## config.mk

```make
export PLATFORM = sky130hd
export DESIGN_NAME = tcb_timer_clock_clear
export DESIGN_NICKNAME = d
export VERILOG_FILES = /design/src/common/tcb_pkg.sv /design/src/verilog/tcb_ext_edge.sv /design/src/verilog/tcb_prescaler.sv /design/src/verilog/tcb_timer_clock_clear.sv
export SDC_FILE = /design/constraint.sdc
export NUM_CORES = 1
export LEC_CHECK = 0
export BUFFER_PORTS_ARGS = -buffer_cell sky130_fd_sc_hd__buf_2
export CORE_MARGIN = 2
export CORE_UTILIZATION = 58
export CTS_BUF_LIST = sky130_fd_sc_hd__clkbuf_8 sky130_fd_sc_hd__clkbuf_16
export CTS_CLUSTER_DIAMETER = 120
export DETAILED_ROUTE_END_ITERATION = 6
export GPL_TIMING_DRIVEN = 0
export PLACE_DENSITY = 0.95
export SLEW_MARGIN = 20
export SYNTH_ARGS = -nofsm -noshare
export SYNTH_HDL_FRONTEND = slang
export SYNTH_HIERARCHICAL = 1
export SYNTH_SLANG_ARGS = --single-unit
```

## constraint.sdc

```tcl
create_clock -name clk_i -period 2.86 [get_ports clk_i]
set_input_delay 0.858 -clock clk_i [delete_from_list [all_inputs] [get_ports clk_i]]
set_output_delay 0.858 -clock clk_i [all_outputs]
set_load 0.01 [all_outputs]
```

## src/common/tcb_pkg.sv

```systemverilog
package tcb_pkg;

    // channel and buffer counts
    localparam int NUM_CH  = 5;
    localparam int NUM_BUF = 4;

    // register byte addresses on the internal 16-bit bus
    localparam logic [4:0] CTRL_CH0_ADDR  = 5'h00;
    localparam logic [4:0] CTRL_CH4_ADDR  = 5'h08;
    localparam logic [4:0] BUF_A_CH3_ADDR = 5'h10;
    localparam logic [4:0] BUF_B_CH4_ADDR = 5'h16;

    // reset values
    localparam logic [7:0]  CTRL_RESET = 8'h80;
    localparam logic [15:0] BUF_RESET  = 16'hFFFF;

    // counter control field positions
    localparam int CTRL_FIXED_BIT = 7;
    localparam int CLR_SEL_LSB    = 5;
    localparam int EDGE_SEL_LSB   = 3;
    localparam int PRESCALE_LSB   = 0;

    // clear select codes
    localparam logic [1:0] CLR_NONE = 2'h0;
    localparam logic [1:0] CLR_A    = 2'h1;
    localparam logic [1:0] CLR_B    = 2'h2;
    localparam logic [1:0] CLR_SYNC = 2'h3;

    // edge select codes, upper bit set means both edges
    localparam logic [1:0] EDGE_RISE = 2'h0;
    localparam logic [1:0] EDGE_FALL = 2'h1;

    // prescaler divider width, system clock period
    localparam int DIV_W      = 3;
    localparam int CLK_PERIOD_NS = 10;

    // channel index that supports phase counting
    localparam int PHASE_CH = 2;

endpackage

```

## src/verilog/tcb_ext_edge.sv

```systemverilog
`timescale 1ns/1ns
`default_nettype none
module tcb_ext_edge
    import tcb_pkg::*;
(
    input  wire logic       clk_i,
    input  wire logic       arst_n_i,
    input  wire logic [3:0] pin_i,
    output logic      [3:0] rise_o,
    output logic      [3:0] fall_o
);

    logic [3:0] meta_reg;
    logic [3:0] sync_reg;
    logic [3:0] last_reg;

    // two-stage synchroniser, then a history stage for edge detection
    always_ff @(posedge clk_i or negedge arst_n_i) begin
        if (!arst_n_i) begin
            meta_reg <= '0;
            sync_reg <= '0;
            last_reg <= '0;
        end else begin
            meta_reg <= pin_i;
            sync_reg <= meta_reg;
            last_reg <= sync_reg;
        end
    end

    // edges seen only on synchronised levels
    assign rise_o = sync_reg & ~last_reg;
    assign fall_o = ~sync_reg & last_reg;

endmodule
`default_nettype wire

```

## src/verilog/tcb_prescaler.sv

```systemverilog
`timescale 1ns/1ns
`default_nettype none
module tcb_prescaler
    import tcb_pkg::*;
(
    input  wire logic       clk_i,
    input  wire logic       arst_n_i,
    input  wire logic       standby_i,
    output logic      [3:0] tick_o
);

    logic [DIV_W-1:0] div_reg;

    // free-running divider; standby holds it at zero so phases restart cleanly
    always_ff @(posedge clk_i or negedge arst_n_i) begin
        if (!arst_n_i) begin
            div_reg <= '0;
        end else if (standby_i) begin
            div_reg <= '0;
        end else begin
            div_reg <= div_reg + 3'h1;
        end
    end

    // one pulse per falling edge of each divided clock (phi, phi/2, phi/4, phi/8)
    assign tick_o[0] = 1'b1;
    assign tick_o[1] = div_reg[0];
    assign tick_o[2] = &div_reg[1:0];
    assign tick_o[3] = &div_reg;

endmodule
`default_nettype wire

```

## src/verilog/tcb_timer_clock_clear.sv

```systemverilog
// Overview of operation
// RULE1: four 16-bit buffers paired with general registers
// RULE2: buffer role follows paired register mode
// RULE3: compare match copies buffer into general register
// RULE4: capture moves old general value into buffer
// RULE5: four separate buffering enable bits
// RULE6: buffers accessible by word or byte
// RULE7: buffers reset and standby to all ones
// RULE8: five counter controls, initialised on reset/standby
// RULE9: control top bit reads one always
// RULE10: clear select none, A, B, synchronous
// RULE11: clear event is match or capture
// RULE12: synchronous clear follows sync-selected channels
// RULE13: edge select rising, falling, both
// RULE14: prescaler picks divided clock or pin
// RULE15: internal source counts falling edges only
// RULE16: external pin counts selected edges
// RULE17: channel 2 phase counting overrides clock
// RULE18: selected clear drives counter to zero
// RULE19: pins synchronised and edge-detected first
`timescale 1ns/1ns
`default_nettype none
module tcb_timer_clock_clear
    import tcb_pkg::*;
(
    input  wire logic                      clk_i,
    input  wire logic                      arst_n_i,
    input  wire logic                      standby_i,
    // internal 16-bit register bus
    input  wire logic [4:0]                bus_addr_i,
    input  wire logic                      bus_wr_i,
    input  wire logic                      bus_rd_i,
    input  wire logic [1:0]                bus_be_i,
    input  wire logic [15:0]               bus_wdata_i,
    output logic      [15:0]               bus_rdata_o,
    // external clock pins a..d
    input  wire logic [3:0]                ext_clk_i,
    // general register events and modes, per channel
    input  wire logic [NUM_CH-1:0]         match_a_i,
    input  wire logic [NUM_CH-1:0]         match_b_i,
    input  wire logic [NUM_CH-1:0]         capture_a_i,
    input  wire logic [NUM_CH-1:0]         capture_b_i,
    input  wire logic [NUM_CH-1:0]         capture_mode_a_i,
    input  wire logic [NUM_CH-1:0]         capture_mode_b_i,
    input  wire logic [NUM_CH-1:0]         sync_select_i,
    input  wire logic                      phase_count_enable_i,
    input  wire logic                      phase_tick_i,
    // buffering enables from the function control register
    input  wire logic                      buf_en_a_ch3_i,
    input  wire logic                      buf_en_b_ch3_i,
    input  wire logic                      buf_en_a_ch4_i,
    input  wire logic                      buf_en_b_ch4_i,
    // current general register contents, channels 3 and 4
    input  wire logic [15:0]               general_reg_a_ch3_i,
    input  wire logic [15:0]               general_reg_b_ch3_i,
    input  wire logic [15:0]               general_reg_a_ch4_i,
    input  wire logic [15:0]               general_reg_b_ch4_i,
    // counter steering
    output logic      [NUM_CH-1:0]         count_tick_o,
    output logic      [NUM_CH-1:0]         count_clear_o,
    // general register reload from buffers
    output logic      [NUM_BUF-1:0]        gr_load_o,
    output logic      [15:0]               buffer_a_ch3_o,
    output logic      [15:0]               buffer_b_ch3_o,
    output logic      [15:0]               buffer_a_ch4_o,
    output logic      [15:0]               buffer_b_ch4_o
);

    // byte-lane merge, used by the buffer register writes only
    function automatic logic [15:0] merge_bytes(input logic [15:0] old_v,
                                                input logic [15:0] new_v,
                                                input logic [1:0]  be);
        logic [15:0] res;
        res = old_v;
        if (be[1]) begin
            res[15:8] = new_v[15:8];
        end
        if (be[0]) begin
            res[7:0] = new_v[7:0];
        end
        return res;
    endfunction

    // count source decode for one channel
    function automatic logic pick_tick(input logic [7:0] ctrl,
                                       input logic [3:0] int_tick,
                                       input logic [3:0] rise,
                                       input logic [3:0] fall);
        logic [2:0] psc;
        logic [1:0] edg;
        logic       r;
        logic       f;
        psc = ctrl[PRESCALE_LSB +: 3];
        edg = ctrl[EDGE_SEL_LSB +: 2];
        r   = rise[psc[1:0]];
        f   = fall[psc[1:0]];
        if (!psc[2]) begin
            return int_tick[psc[1:0]];                  // [RULE14] [RULE15]
        end else if (edg[1]) begin
            return r | f;                               // [RULE13] [RULE16]
        end else if (edg == EDGE_FALL) begin
            return f;                                   // [RULE13] [RULE16]
        end else begin
            return r;                                   // [RULE13] [RULE16]
        end
    endfunction

    logic [7:0]          ctrl_reg [NUM_CH];
    logic [15:0]         buf_reg  [NUM_BUF];
    logic [3:0]          int_tick;
    logic [3:0]          pin_rise;
    logic [3:0]          pin_fall;
    logic [NUM_CH-1:0]   own_clr;
    logic [NUM_CH-1:0]   clr_next;
    logic [NUM_CH-1:0]   tick_next;
    logic                sync_src;
    logic [NUM_BUF-1:0]  buf_en;
    logic [NUM_BUF-1:0]  buf_match;
    logic [NUM_BUF-1:0]  buf_cap;
    logic [NUM_BUF-1:0]  buf_cap_mode;
    logic [15:0]         gr_val   [NUM_BUF];
    logic [15:0]         rdata_next;

    tcb_prescaler u_prescaler (
        .clk_i     (clk_i),
        .arst_n_i  (arst_n_i),
        .standby_i (standby_i),
        .tick_o    (int_tick)
    );

    tcb_ext_edge u_ext_edge (
        .clk_i    (clk_i),
        .arst_n_i (arst_n_i),
        .pin_i    (ext_clk_i),                          // [RULE19]
        .rise_o   (pin_rise),
        .fall_o   (pin_fall)
    );

    // buffer slot order: a ch3, b ch3, a ch4, b ch4
    assign buf_en       = {buf_en_b_ch4_i, buf_en_a_ch4_i, buf_en_b_ch3_i, buf_en_a_ch3_i}; // [RULE5]
    assign buf_match    = {match_b_i[4], match_a_i[4], match_b_i[3], match_a_i[3]};
    assign buf_cap      = {capture_b_i[4], capture_a_i[4], capture_b_i[3], capture_a_i[3]};
    assign buf_cap_mode = {capture_mode_b_i[4], capture_mode_a_i[4],
                           capture_mode_b_i[3], capture_mode_a_i[3]};
    assign gr_val[0]    = general_reg_a_ch3_i;
    assign gr_val[1]    = general_reg_b_ch3_i;
    assign gr_val[2]    = general_reg_a_ch4_i;
    assign gr_val[3]    = general_reg_b_ch4_i;

    // counter control registers; top bit is forced so it never reads zero
    always_ff @(posedge clk_i or negedge arst_n_i) begin
        if (!arst_n_i) begin
            for (int i = 0; i < NUM_CH; i++) begin
                ctrl_reg[i] <= CTRL_RESET;              // [RULE8]
            end
        end else if (standby_i) begin
            for (int i = 0; i < NUM_CH; i++) begin
                ctrl_reg[i] <= CTRL_RESET;              // [RULE8]
            end
        end else if (bus_wr_i && bus_be_i[0] && bus_addr_i <= CTRL_CH4_ADDR
                     && !bus_addr_i[0]) begin
            ctrl_reg[bus_addr_i[3:1]] <= bus_wdata_i[7:0] | CTRL_RESET; // [RULE9]
        end
    end

    // buffer registers; a hardware transfer beats a cpu write in the same cycle
    always_ff @(posedge clk_i or negedge arst_n_i) begin
        if (!arst_n_i) begin
            for (int i = 0; i < NUM_BUF; i++) begin
                buf_reg[i] <= BUF_RESET;                // [RULE7]
            end
        end else if (standby_i) begin
            for (int i = 0; i < NUM_BUF; i++) begin
                buf_reg[i] <= BUF_RESET;                // [RULE7]
            end
        end else begin
            for (int i = 0; i < NUM_BUF; i++) begin
                if (buf_en[i] && buf_cap_mode[i] && buf_cap[i]) begin
                    buf_reg[i] <= gr_val[i];            // [RULE2] [RULE4]
                end else if (bus_wr_i && bus_addr_i[4] && !bus_addr_i[0]
                             && bus_addr_i[2:1] == 2'(i) && !bus_addr_i[3]) begin
                    buf_reg[i] <= merge_bytes(buf_reg[i], bus_wdata_i, bus_be_i); // [RULE6]
                end
            end
        end
    end

    // compare-buffer reload strobe, one cycle after the match
    always_ff @(posedge clk_i or negedge arst_n_i) begin
        if (!arst_n_i) begin
            gr_load_o <= '0;
        end else if (standby_i) begin
            gr_load_o <= '0;
        end else begin
            gr_load_o <= buf_en & ~buf_cap_mode & buf_match; // [RULE2] [RULE3]
        end
    end

    // buffer outputs mirror the stored words; paired general register takes these
    assign buffer_a_ch3_o = buf_reg[0];                 // [RULE1]
    assign buffer_b_ch3_o = buf_reg[1];
    assign buffer_a_ch4_o = buf_reg[2];
    assign buffer_b_ch4_o = buf_reg[3];

    // own clear event per channel from its selected general register
    always_comb begin
        for (int c = 0; c < NUM_CH; c++) begin
            case (ctrl_reg[c][CLR_SEL_LSB +: 2])
                CLR_A: begin
                    own_clr[c] = capture_mode_a_i[c] ? capture_a_i[c] : match_a_i[c]; // [RULE10] [RULE11]
                end
                CLR_B: begin
                    own_clr[c] = capture_mode_b_i[c] ? capture_b_i[c] : match_b_i[c]; // [RULE10] [RULE11]
                end
                default: begin
                    own_clr[c] = 1'b0;                  // [RULE10]
                end
            endcase
        end
    end

    // synchronous clear: any synchronised channel clearing itself clears each synchronised channel set to synchronous clear
    assign sync_src = |(own_clr & sync_select_i);       // [RULE12]

    always_comb begin
        for (int c = 0; c < NUM_CH; c++) begin
            clr_next[c] = own_clr[c]
                        | (ctrl_reg[c][CLR_SEL_LSB +: 2] == CLR_SYNC
                           && sync_select_i[c] && sync_src); // [RULE12]
            tick_next[c] = pick_tick(ctrl_reg[c], int_tick, pin_rise, pin_fall);
        end
        if (phase_count_enable_i) begin
            tick_next[PHASE_CH] = phase_tick_i;         // [RULE17]
        end
    end

    // counter steering strobes; clear pulse forces the counter to zero
    always_ff @(posedge clk_i or negedge arst_n_i) begin
        if (!arst_n_i) begin
            count_tick_o  <= '0;
            count_clear_o <= '0;
        end else if (standby_i) begin
            count_tick_o  <= '0;
            count_clear_o <= '0;
        end else begin
            count_tick_o  <= tick_next;
            count_clear_o <= clr_next;                  // [RULE18]
        end
    end

    // read decode; unmapped addresses read zero
    always_comb begin
        rdata_next = 16'h0000;
        if (bus_addr_i <= CTRL_CH4_ADDR && !bus_addr_i[0]) begin
            rdata_next = {8'h00, ctrl_reg[bus_addr_i[3:1]]}; // [RULE9]
        end else if (bus_addr_i >= BUF_A_CH3_ADDR && bus_addr_i <= BUF_B_CH4_ADDR
                     && !bus_addr_i[0]) begin
            rdata_next = buf_reg[bus_addr_i[2:1]];      // [RULE6]
        end
    end

    // read data registered, valid the cycle after the read strobe
    always_ff @(posedge clk_i or negedge arst_n_i) begin
        if (!arst_n_i) begin
            bus_rdata_o <= 16'h0000;
        end else if (bus_rd_i) begin
            bus_rdata_o <= rdata_next;
        end
    end

endmodule
`default_nettype wire
```

==> results of run 1 <==
metrics by stage:
stage / power [mW] / utilization (%) / cell area [um^2] / hold slack (ps) / instances
final: 5.77 / 73.2 / 10600 / 347 / 1153
after CTS: 5.75 / 73.1 / 10500 / 348 / 1150
after detailed placement: 3.32 / 68.5 / 9890 / 335 / 1118
after global routing: 5.94 / 73.1 / 10600 / 360 / 1152
after floorplan: 2.89 / - / 8510 / 331 / 712
after global placement: 3.28 / 68.3 / 9850 / 335 / 1117
worst max-delay path by stage:
stage	end	from
floorplan	bus_rdata_o[6]	bus_addr_i[1]
global placement	gr_load_o[0]	arst_n_i
detailed placement	count_tick_o[0]	standby_i
CTS	count_tick_o[0]	standby_i
global route	count_tick_o[0]	standby_i
finish	count_tick_o[0]	standby_i
layer usage:
| metal | routed length, um | part of all wire, % | global-route usage (%) | up-vias |
|---|---|---|---|---|
| met5 | 0 | 0 | 0 | - |
| li1 | - | - | - | 3123 |
| met1 | 9650 | 35 | 42.8 | 3613 |
| met3 | 3180 | 12 | 9.41 | 140 |
| met2 | 12900 | 47 | 55.3 | 627 |
| met4 | 1620 | 5.9 | 20.3 | 0 |
placed cells by master (no fill, tap or decap), types with 21 or more instances in the layout:
| master | count |
|---|---|
| buf_2 | 230 |
| clkbuf_1 | 22 |
| clkbuf_16 | 21 |
| dfrtp_1 | 80 |
| dfstp_2 | 69 |
| inv_1 | 42 |
| mux2i_1 | 105 |
| mux4_2 | 39 |
| nand2_1 | 66 |
| nor2_1 | 41 |
| o22a_1 | 64 |
cell type report:
| class | count | area [um^2] |
|---|---|---|
| Sequential cell | 149 | 3810 |
| Fill cell | 893 | 3870 |
| Tap cell | 184 | 230 |
| Clock buffer | 23 | 553 |
| Clock inverter | 9 | 106 |
| Multi-Input combinational cell | 474 | 4270 |
| Buffer | 48 | 275 |
| Antenna cell | 3 | 7.51 |
| Inverter | 41 | 154 |
| Timing Repair Buffer | 222 | 1140 |
kinds of logic after synthesis:
logic type | after synthesis | share of synthesized area [%]
simple gates | 176 | 11.4
fa+ha+maj | 17 | 2.50
compound gates | 131 | 12.8
mux | 149 | 23.3
buf+inv | 89 | 5.04
flops | 149 | 44.8
other cells | 1 | 0.0441
Yosys cell counts (all sizes together), types with 9 or more instances:
| cell | n | area, um^2 |
|---|---|---|
| nand2 | 66 | 248 |
| a21oi | 10 | 50.1 |
| o22a | 64 | 561 |
| a22oi | 10 | 75.1 |
| clkbuf | 22 | 82.6 |
| o22ai | 9 | 56.3 |
| buf | 26 | 193 |
| dfstp | 69 | 1810 |
| o221ai | 12 | 105 |
| nand4 | 10 | 83.8 |
| ha | 17 | 213 |
| dfrtp | 80 | 2000 |
| mux4 | 39 | 878 |
| nand2b | 11 | 68.8 |
| nand3 | 9 | 82.6 |
| nor2 | 42 | 160 |
| inv | 41 | 154 |
| o21ai | 11 | 130 |
| mux2i | 105 | 1050 |
power groups by stage:
stage                     registers, mW  logic [mW]  clock network [mW]
final                              2.40       0.933                2.44
after CTS                          2.39       0.915                2.44
after floorplan                    2.45       0.442                   0
after global routing               2.41       0.984                2.55
after detailed placement           2.42       0.901                   0
after global placement             2.42       0.866                   0
worst register-to-register path, cell delays in order, from the launching register on:
cell and delay (ps):
dfrtp_1 430, inv_1 70, ha_1 300, o32ai_1 440
a22o_1 310, o311ai_0 160, a21oi_1 170
==> flow_summary.yaml, run 1 <==
run_status:
  outcome: "completed"
power:
  p_seq_share_pct: 41.6
  powerDensity_nw_per_um2: 547
  pwr-share-comb_pct: 16.2
  switching_share_pct: 26.5
  switching_power_mw: 1.53
  p_leak_nw: 5.00
  clkPwrFrac_pct: 42.3
  peakVddDrop_mv: 0.396
  internal-power_mw: 4.24
setup_path:
  r2r_cells: 6
  max_stage_delay_ps: 530
  critPathTopFamily: "buffers and inverters"
  worstPathMaxFanout: 10
  r2r-end: "count_clear_o[2]"
  cp.required_ps: 3130
  slowest_stage: "clkbuf_1"
  worstReg2RegStart: "ctrl_reg[37]"
  r2r_slack_ps: 900
  crit_path_cell_trace: "buf_2 > clkbuf_1 > buf_2 > clkbuf_1 > a21oi_1"
  cp.depth: 5
  cp-start-kind: "input port"
  arrival_ps: 2440
  worstSetupEndpointType: "register"
  crit_buf_inv: 4
  path_class: "in2reg"
clock_network:
  clock_latency_ps: 430
  cts_resized: 0
  ctsHoldBuffers: 0
  cts-root-buf: "clkbuf_16"
  cts_max_path_buffers: 2
  htreeDepth: 4
  clkSlewWorstSetupHoldPaths_ps: 60
  cts_num_sinks: 149
  cts_tree: "yes"
  cts_buffers: 17
  post-cts-setup-buffers: 0
cells_and_area:
  syn_to_final_growth_pct: 24.0
  nets: 1107
  largest_reg_flops: 40
  drive_above_1_share_pct: 43.9
grt:
  grt_antenna_before_repair: 4
  grt_pass1_vias: 7567
  grt_pass1_wl_mm: 41.6
  grt_usage_pct: 34.7
  grt-ovfl-total: 0
  grt_max_degree: 94
timing:
  clock_skew_ps: 6.66
  clock.fmax_mhz: 462
  slew_viol_final: 0
  min_period_over_period_pct: 75.7
  hold_viol: 0
  layout_min_cycle_time_ps: 2170
  rsz0062_at_grt: "false"
  setup_tns_ps: 0
  relSlewSlack_pct: 49.0
  finalSetupViolations: 0
  worstMarginPinSlew_ps: 762
  setup_ws_ps: 694
drt:
  post_drt_wl_per_cell_um: 23.7
  wirelength_mm: 27.3
  ant_nets: 0
  vias_per_cell: 6.51
  first_pass_iters: 6
  vias: 7503
  drt_iter0_drc: 921
  drc: 0
floorplan:
  die_x_um: 125
  die_y_um: 125
  fp.coreArea_um2: 14400
  die_area_um2: 15700
  ios: 231
  num_rows: 44
  start_util_pct: 59.0
placed_design:
  place_congestion: 0.996
  io_buffers: 221
  post-place-ws_ps: 335
  dpl.hpwl_mm: 19.4
yosys:
  ys.flop_type: "dfrtp_1"
  synth-edff-count: 0
  synth.distinct_cells: 55
  async_flop_share_pct: 100
  syn-cell-area_um2: 8510
  synth-seq-area-share_pct: 44.8
  synth_seq_cells: 149
  synthCells: 712
  yosysWarningCount: 6
  synth_area_per_cell_um2: 12.0
  synthesis.nets: 866
worst_hold_path:
  holdCritPathClass: "reg2reg"
  holdPathStages: 0
  hold_start: "u_ext_edge/meta_reg[2]"
  min_to: "u_ext_edge/sync_reg[2]"
job:
  maxCapViolations: 0
No activity file was read; power rests on OpenSTA's default activity.
==> run 2: changes to the inputs <==
CORE_UTILIZATION = 48   (was 58)
PLACE_DENSITY = 0.87   (was 0.95)
clock period = 1.9 ns   (was 2.86 ns; I/O delays follow)
==> run 2 against run 1 <==
Compared with the run above:
- sequential power rose by 50%
- count of clock-buffer cells in the layout did not move
- combinational power rose by 50%
- sequential share of layout area fell by 0.47 points
- first-iteration DRC count fell by 27%
- flip-flop and latch count did not move
- die area rose by 20%
- critical endpoint is now count_clear_o[2]
- highest routed layer unchanged
==> flow_summary.yaml, run 2 (same netlist as run 1, synthesis figures left out) <==
timing:
  setup_ws_ps: 38.9
  layout_min_cycle_time_ps: 1860
  finalSetupViolations: 0
  relSlewSlack_pct: 45.1
  worstMarginPinSlew_ps: 824
  setup_tns_ps: 0
  min_period_over_period_pct: 98.0
  hold_viol: 0
  whs_ps: 112
  clock.fmax_mhz: 537
  clock_skew_ps: 9.15
  slew_viol_final: 0
placed_design:
  post-place-ws_ps: -396
  io_buffers: 221
  place_inst: 1159
  dpl.hpwl_mm: 19.7
  place_congestion: 0.942
  place_area_um2: 9940
floorplan:
  die_x_um: 137
  ios: 231
  fp.coreArea_um2: 17300
  num_rows: 48
  die_area_um2: 18800
  start_util_pct: 49.2
  die_y_um: 137
cells_and_area:
  final_common_cell: "buf_2"
  largest_reg_flops: 40
  design_area_um2: 10700
  multi_input_area_um2: 4360
  nets: 1117
  final_cell_mix: "230 x buf_2, 105 x mux2i_1, 77 x dfrtp_1"
  drive_above_1_share_pct: 46.5
  syn_to_final_growth_pct: 25.7
  fillCellCount: 1355
  register_area_um2: 3820
  fin_cells: 1203
  finalCoreUtilization_pct: 61.9
setup_path:
  worstSetupEndpointType: "register"
  worstPathMaxFanout: 5
  r2r_slack_ps: 40
  cp-start-kind: "register"
  arrival_ps: 2180
  cp.required_ps: 2210
  path_class: "reg2reg"
clock_network:
  cts_tree: "yes"
  clkSlewWorstSetupHoldPaths_ps: 70
  clock_latency_ps: 440
  cts_num_sinks: 149
  ctsHoldBuffers: 0
  htreeDepth: 4
  cts_max_path_buffers: 2
  cts_buffers: 17
  cts-root-buf: "clkbuf_16"
power:
  switching_power_mw: 2.36
  switching_share_pct: 28.2
  pwr-share-comb_pct: 16.7
  clkPwrFrac_pct: 40.1
  internal-power_mw: 6.00
  p_leak_nw: 5.05
  p_total_mw: 8.36
  p_seq_share_pct: 43.2
  powerDensity_nw_per_um2: 782
  peakVddDrop_mv: 0.707
grt:
  grt_usage_pct: 29.3
  grt_pass1_wl_mm: 40.6
  grt_max_degree: 84
  grt-ovfl-total: 0
  grt_antenna_before_repair: 3
  grt_pass1_vias: 7231
drt:
  vias_per_cell: 6.06
  vias: 7286
  drt_iter0_drc: 672
  drc: 0
  post_drt_wl_per_cell_um: 22.6
  first_pass_iters: 6
  wirelength_mm: 27.2
  ant_nets: 0
worst_hold_path:
  holdCritPathClass: "in2async"
job:
  maxCapViolations: 0
run_status:
  outcome: "completed"
[run 2: what timing repair did]
| item | in CTS | in global routing |
|---|---|---|
| resized for setup | 6 | 20 |
| setup buffers | 3 | 7 |
| pin swaps | 1 | 4 |
| setup endpoints to repair | 4 | 20 |
[run 2: power by group through the flow]
stage	combinational (mW)	clock, mW	sequential (mW)
after floorplan	0.666	0	3.69
after global placement	1.31	0	3.64
after detailed placement	1.36	0	3.65
after CTS	1.38	3.36	3.60
after global routing	1.50	3.52	3.63
final	1.40	3.35	3.61
[run 2: final cells by class]
class / instances / share of cell area, %
buffer: 48 / 2.60
multi-input combinational: 474 / 40.8
clock buffer: 23 / 4.85
sequential: 149 / 35.7
tap: 225 / 2.63
clock inverter: 9 / 0.596
antenna: 2 / 0.0468
timing repair buffer: 232 / 11.4
inverter: 41 / 1.44
[run 2: final timing paths]
| kind | start | end | cells past startpoint |
|---|---|---|---|
| setup / recovery | ctrl_reg[37] | count_clear_o[2] | 7 |
| hold / removal | arst_n_i | bus_rdata_o[15] | 1 |
| setup reg to reg | ctrl_reg[37] | count_clear_o[2] | 7 |
| hold reg to reg | u_ext_edge/meta_reg[0] | u_ext_edge/sync_reg[0] | 0 |
| max in group asynchronous | arst_n_i | ctrl_reg[23] | 2 |
| min in group clk_i | ext_clk_i[2] | u_ext_edge/meta_reg[2] | 1 |
[run 2: layer usage]
metal | global-route usage [%] | routed length, um | vias to the layer above
met4 | 11.2 | 785 | 0
met1 | 36.6 | 10300 | 3612
met3 | 8.59 | 2610 | 67
met5 | 0 | 0 | -
met2 | 48.0 | 13500 | 458
li1 | - | - | 3149
[run 2: worst max-delay path, cell delays in order (launching register included)]
cell and delay [ps]:
dfrtp_1 400, inv_1 60, ha_1 300, nand2b_1 120, o32ai_2 90, a22o_2 310
o311ai_1 350, a21oi_1 110
==> run 3: changes to the inputs <==
clock period = 1.57 ns   (was 1.9 ns; I/O delays follow)
==> run 3 against run 2 <==
Compared with the run above:
- the run now ends with setup timing left
- utilization rose by 7.7 points
- count of clock-buffer cells in the layout fell by 5
- clock skew barely moved
- total power rose by 34%
- setup slack got worse by 260 ps
- clock power rose by 35%
- maximum frequency rose by 4.1%
- first-iteration DRC count rose by 39%
- worst hold slack improved by 31 ps
- flip-flop and latch count did not move
- global-route usage rose by 3.8 points
- non-clock buffer count rose by 76
==> flow_summary.yaml, run 3 (same netlist as run 1, synthesis figures left out) <==
run_status:
  outcome: "finished, violations left"
  violations: "setup timing"
power:
  p_leak_nw: 5.69
  switching_share_pct: 27.8
  pwr-share-comb_pct: 20.4
  powerDensity_nw_per_um2: 929
  clkPwrFrac_pct: 40.4
  p_seq_share_pct: 39.2
  internal-power_mw: 8.08
  switching_power_mw: 3.10
  peakVddDrop_mv: 0.946
timing:
  hold_viol: 0
  clock_skew_ps: 8.80
  finalSetupViolations: 30
  min_period_over_period_pct: 114
  setup_ws_ps: -218
  worstMarginPinSlew_ps: 731
  rsz0062_at_grt: "true"
  relSlewSlack_pct: 51.0
  whs_ps: 144
  clock.fmax_mhz: 559
  layout_min_cycle_time_ps: 1790
  slew_viol_final: 0
cells_and_area:
  final_cell_mix: "162 x buf_2, 105 x mux2i_1, 87 x buf_4"
  multi_input_area_um2: 4570
  nets: 1193
  register_area_um2: 3820
  largest_reg_flops: 40
  fillCellCount: 1118
  drive_above_1_share_pct: 52.5
  finalCoreUtilization_pct: 69.6
  syn_to_final_growth_pct: 41.3
  final_common_cell: "buf_2"
grt:
  grt_max_degree: 106
  grt_pass1_vias: 8036
  grt_usage_pct: 33.1
  grt_pass1_wl_mm: 45.7
  grt_antenna_before_repair: 2
  grt-ovfl-total: 0
drt:
  wirelength_mm: 31.8
  post_drt_wl_per_cell_um: 24.8
  drt_iter0_drc: 931
  ant_nets: 0
  vias: 8155
  vias_per_cell: 6.36
  drc: 0
  first_pass_iters: 5
placed_design:
  dpl.hpwl_mm: 19.5
  place_congestion: 0.913
  io_buffers: 221
floorplan:
  fp.coreArea_um2: 17300
  num_rows: 48
  die_x_um: 137
  ios: 231
  die_area_um2: 18800
  die_y_um: 137
  start_util_pct: 49.2
clock_network:
  clock_latency_ps: 440
  htreeDepth: 4
  cts_max_path_buffers: 2
  cts_tree: "yes"
  cts-root-buf: "clkbuf_16"
  clkSlewWorstSetupHoldPaths_ps: 60
  cts_buffers: 17
  cts_num_sinks: 149
setup_path:
  cp-start-kind: "register"
  worstSetupEndpointType: "register"
  cp.required_ps: 1870
  arrival_ps: 2090
  path_class: "reg2reg"
  worstPathMaxFanout: 5
worst_hold_path:
  holdCritPathClass: "in2reg"
job:
  maxCapViolations: 0
run 3: cell count changes in the layout (fill, tap and decap cells not counted), sizes merged:
cell         before  now
dlygate4sd3       0    1
inv              43   49
clkbuf           45   42
diode             2    6
bufinv            0    4
buf             258  331
clkinv            7    2
run 3: power by group through the flow:
stage	clock, mW	combinational (mW)	sequential [mW]
2_1_floorplan	0	0.830	4.47
3_3_place_gp	0	1.62	4.41
3_5_place_dp	0	1.67	4.42
4_1_cts	4.52	2.03	4.35
5_1_grt	4.70	2.38	4.39
6_report	4.52	2.28	4.38
run 3: critical path, cell delays in order, from the launching register on:
cell and delay (ps):
dfrtp_1 390, and2b_2 280, mux4_2 480, mux2_4 280, o221ai_2 140, a21oi_2 90
run 3: path summary, 6_finish.rpt:
path,startpoint,endpoint,slack (ps),depth (start not counted)
worst max-delay path,u_ext_edge/sync_reg[0],count_tick_o[3],-220,5
worst min-delay path,ext_clk_i[0],u_ext_edge/meta_reg[0],140,1
worst max register to register,u_ext_edge/sync_reg[0],count_tick_o[3],-220,5
worst min register to register,u_ext_edge/meta_reg[3],u_ext_edge/sync_reg[3],350,0
max in group asynchronous,arst_n_i,buffer_b_ch3_o[14],220,3
min in group asynchronous,arst_n_i,u_prescaler/div_reg[1],530,2
run 3: stage by stage:
stage	total power [mW]	setup TNS, ps	worst slack, ps	instance area (um^2)	instances
final	11.2	-1860	-218	12000	1283
after global routing	11.5	-2840	-257	12000	1278
after CTS	10.9	-1610	-190	11600	1257
after detailed placement	6.08	-46290	-600	10100	1159
after global placement	6.03	-296910	-2090	10000	1158
after floorplan	5.30	-823	-102	8640	712
run 3: repair_timing:
action | in CTS | in global routing
hold endpoints to repair | 38 | 0
buffers inserted | 65 | 20
hold buffers | 1 | 0
pin swaps | 13 | 10
resized for setup | 77 | 52
setup endpoints to repair | 88 | 128
run 3: layer usage:
layer | up-vias | track usage (%) | share of wire [%]
li1 | 3315 | - | -
met1 | 3958 | 39.9 | 35
met2 | 706 | 55.0 | 49
met3 | 176 | 8.04 | 11
met4 | 0 | 17.0 | 5.6
met5 | - | 0 | 0
run 3: cell type report:
| cell class | instances | area share, % |
|---|---|---|
| Antenna cell | 6 | 0.125 |
| Sequential cell | 149 | 31.7 |
| Inverter | 41 | 1.28 |
| Tap cell | 225 | 2.34 |
| Timing Repair Buffer | 308 | 18.3 |
| Clock inverter | 14 | 1.59 |
| Clock buffer | 18 | 3.74 |
| Multi-Input combinational cell | 474 | 38.0 |
| Buffer | 48 | 2.88 |
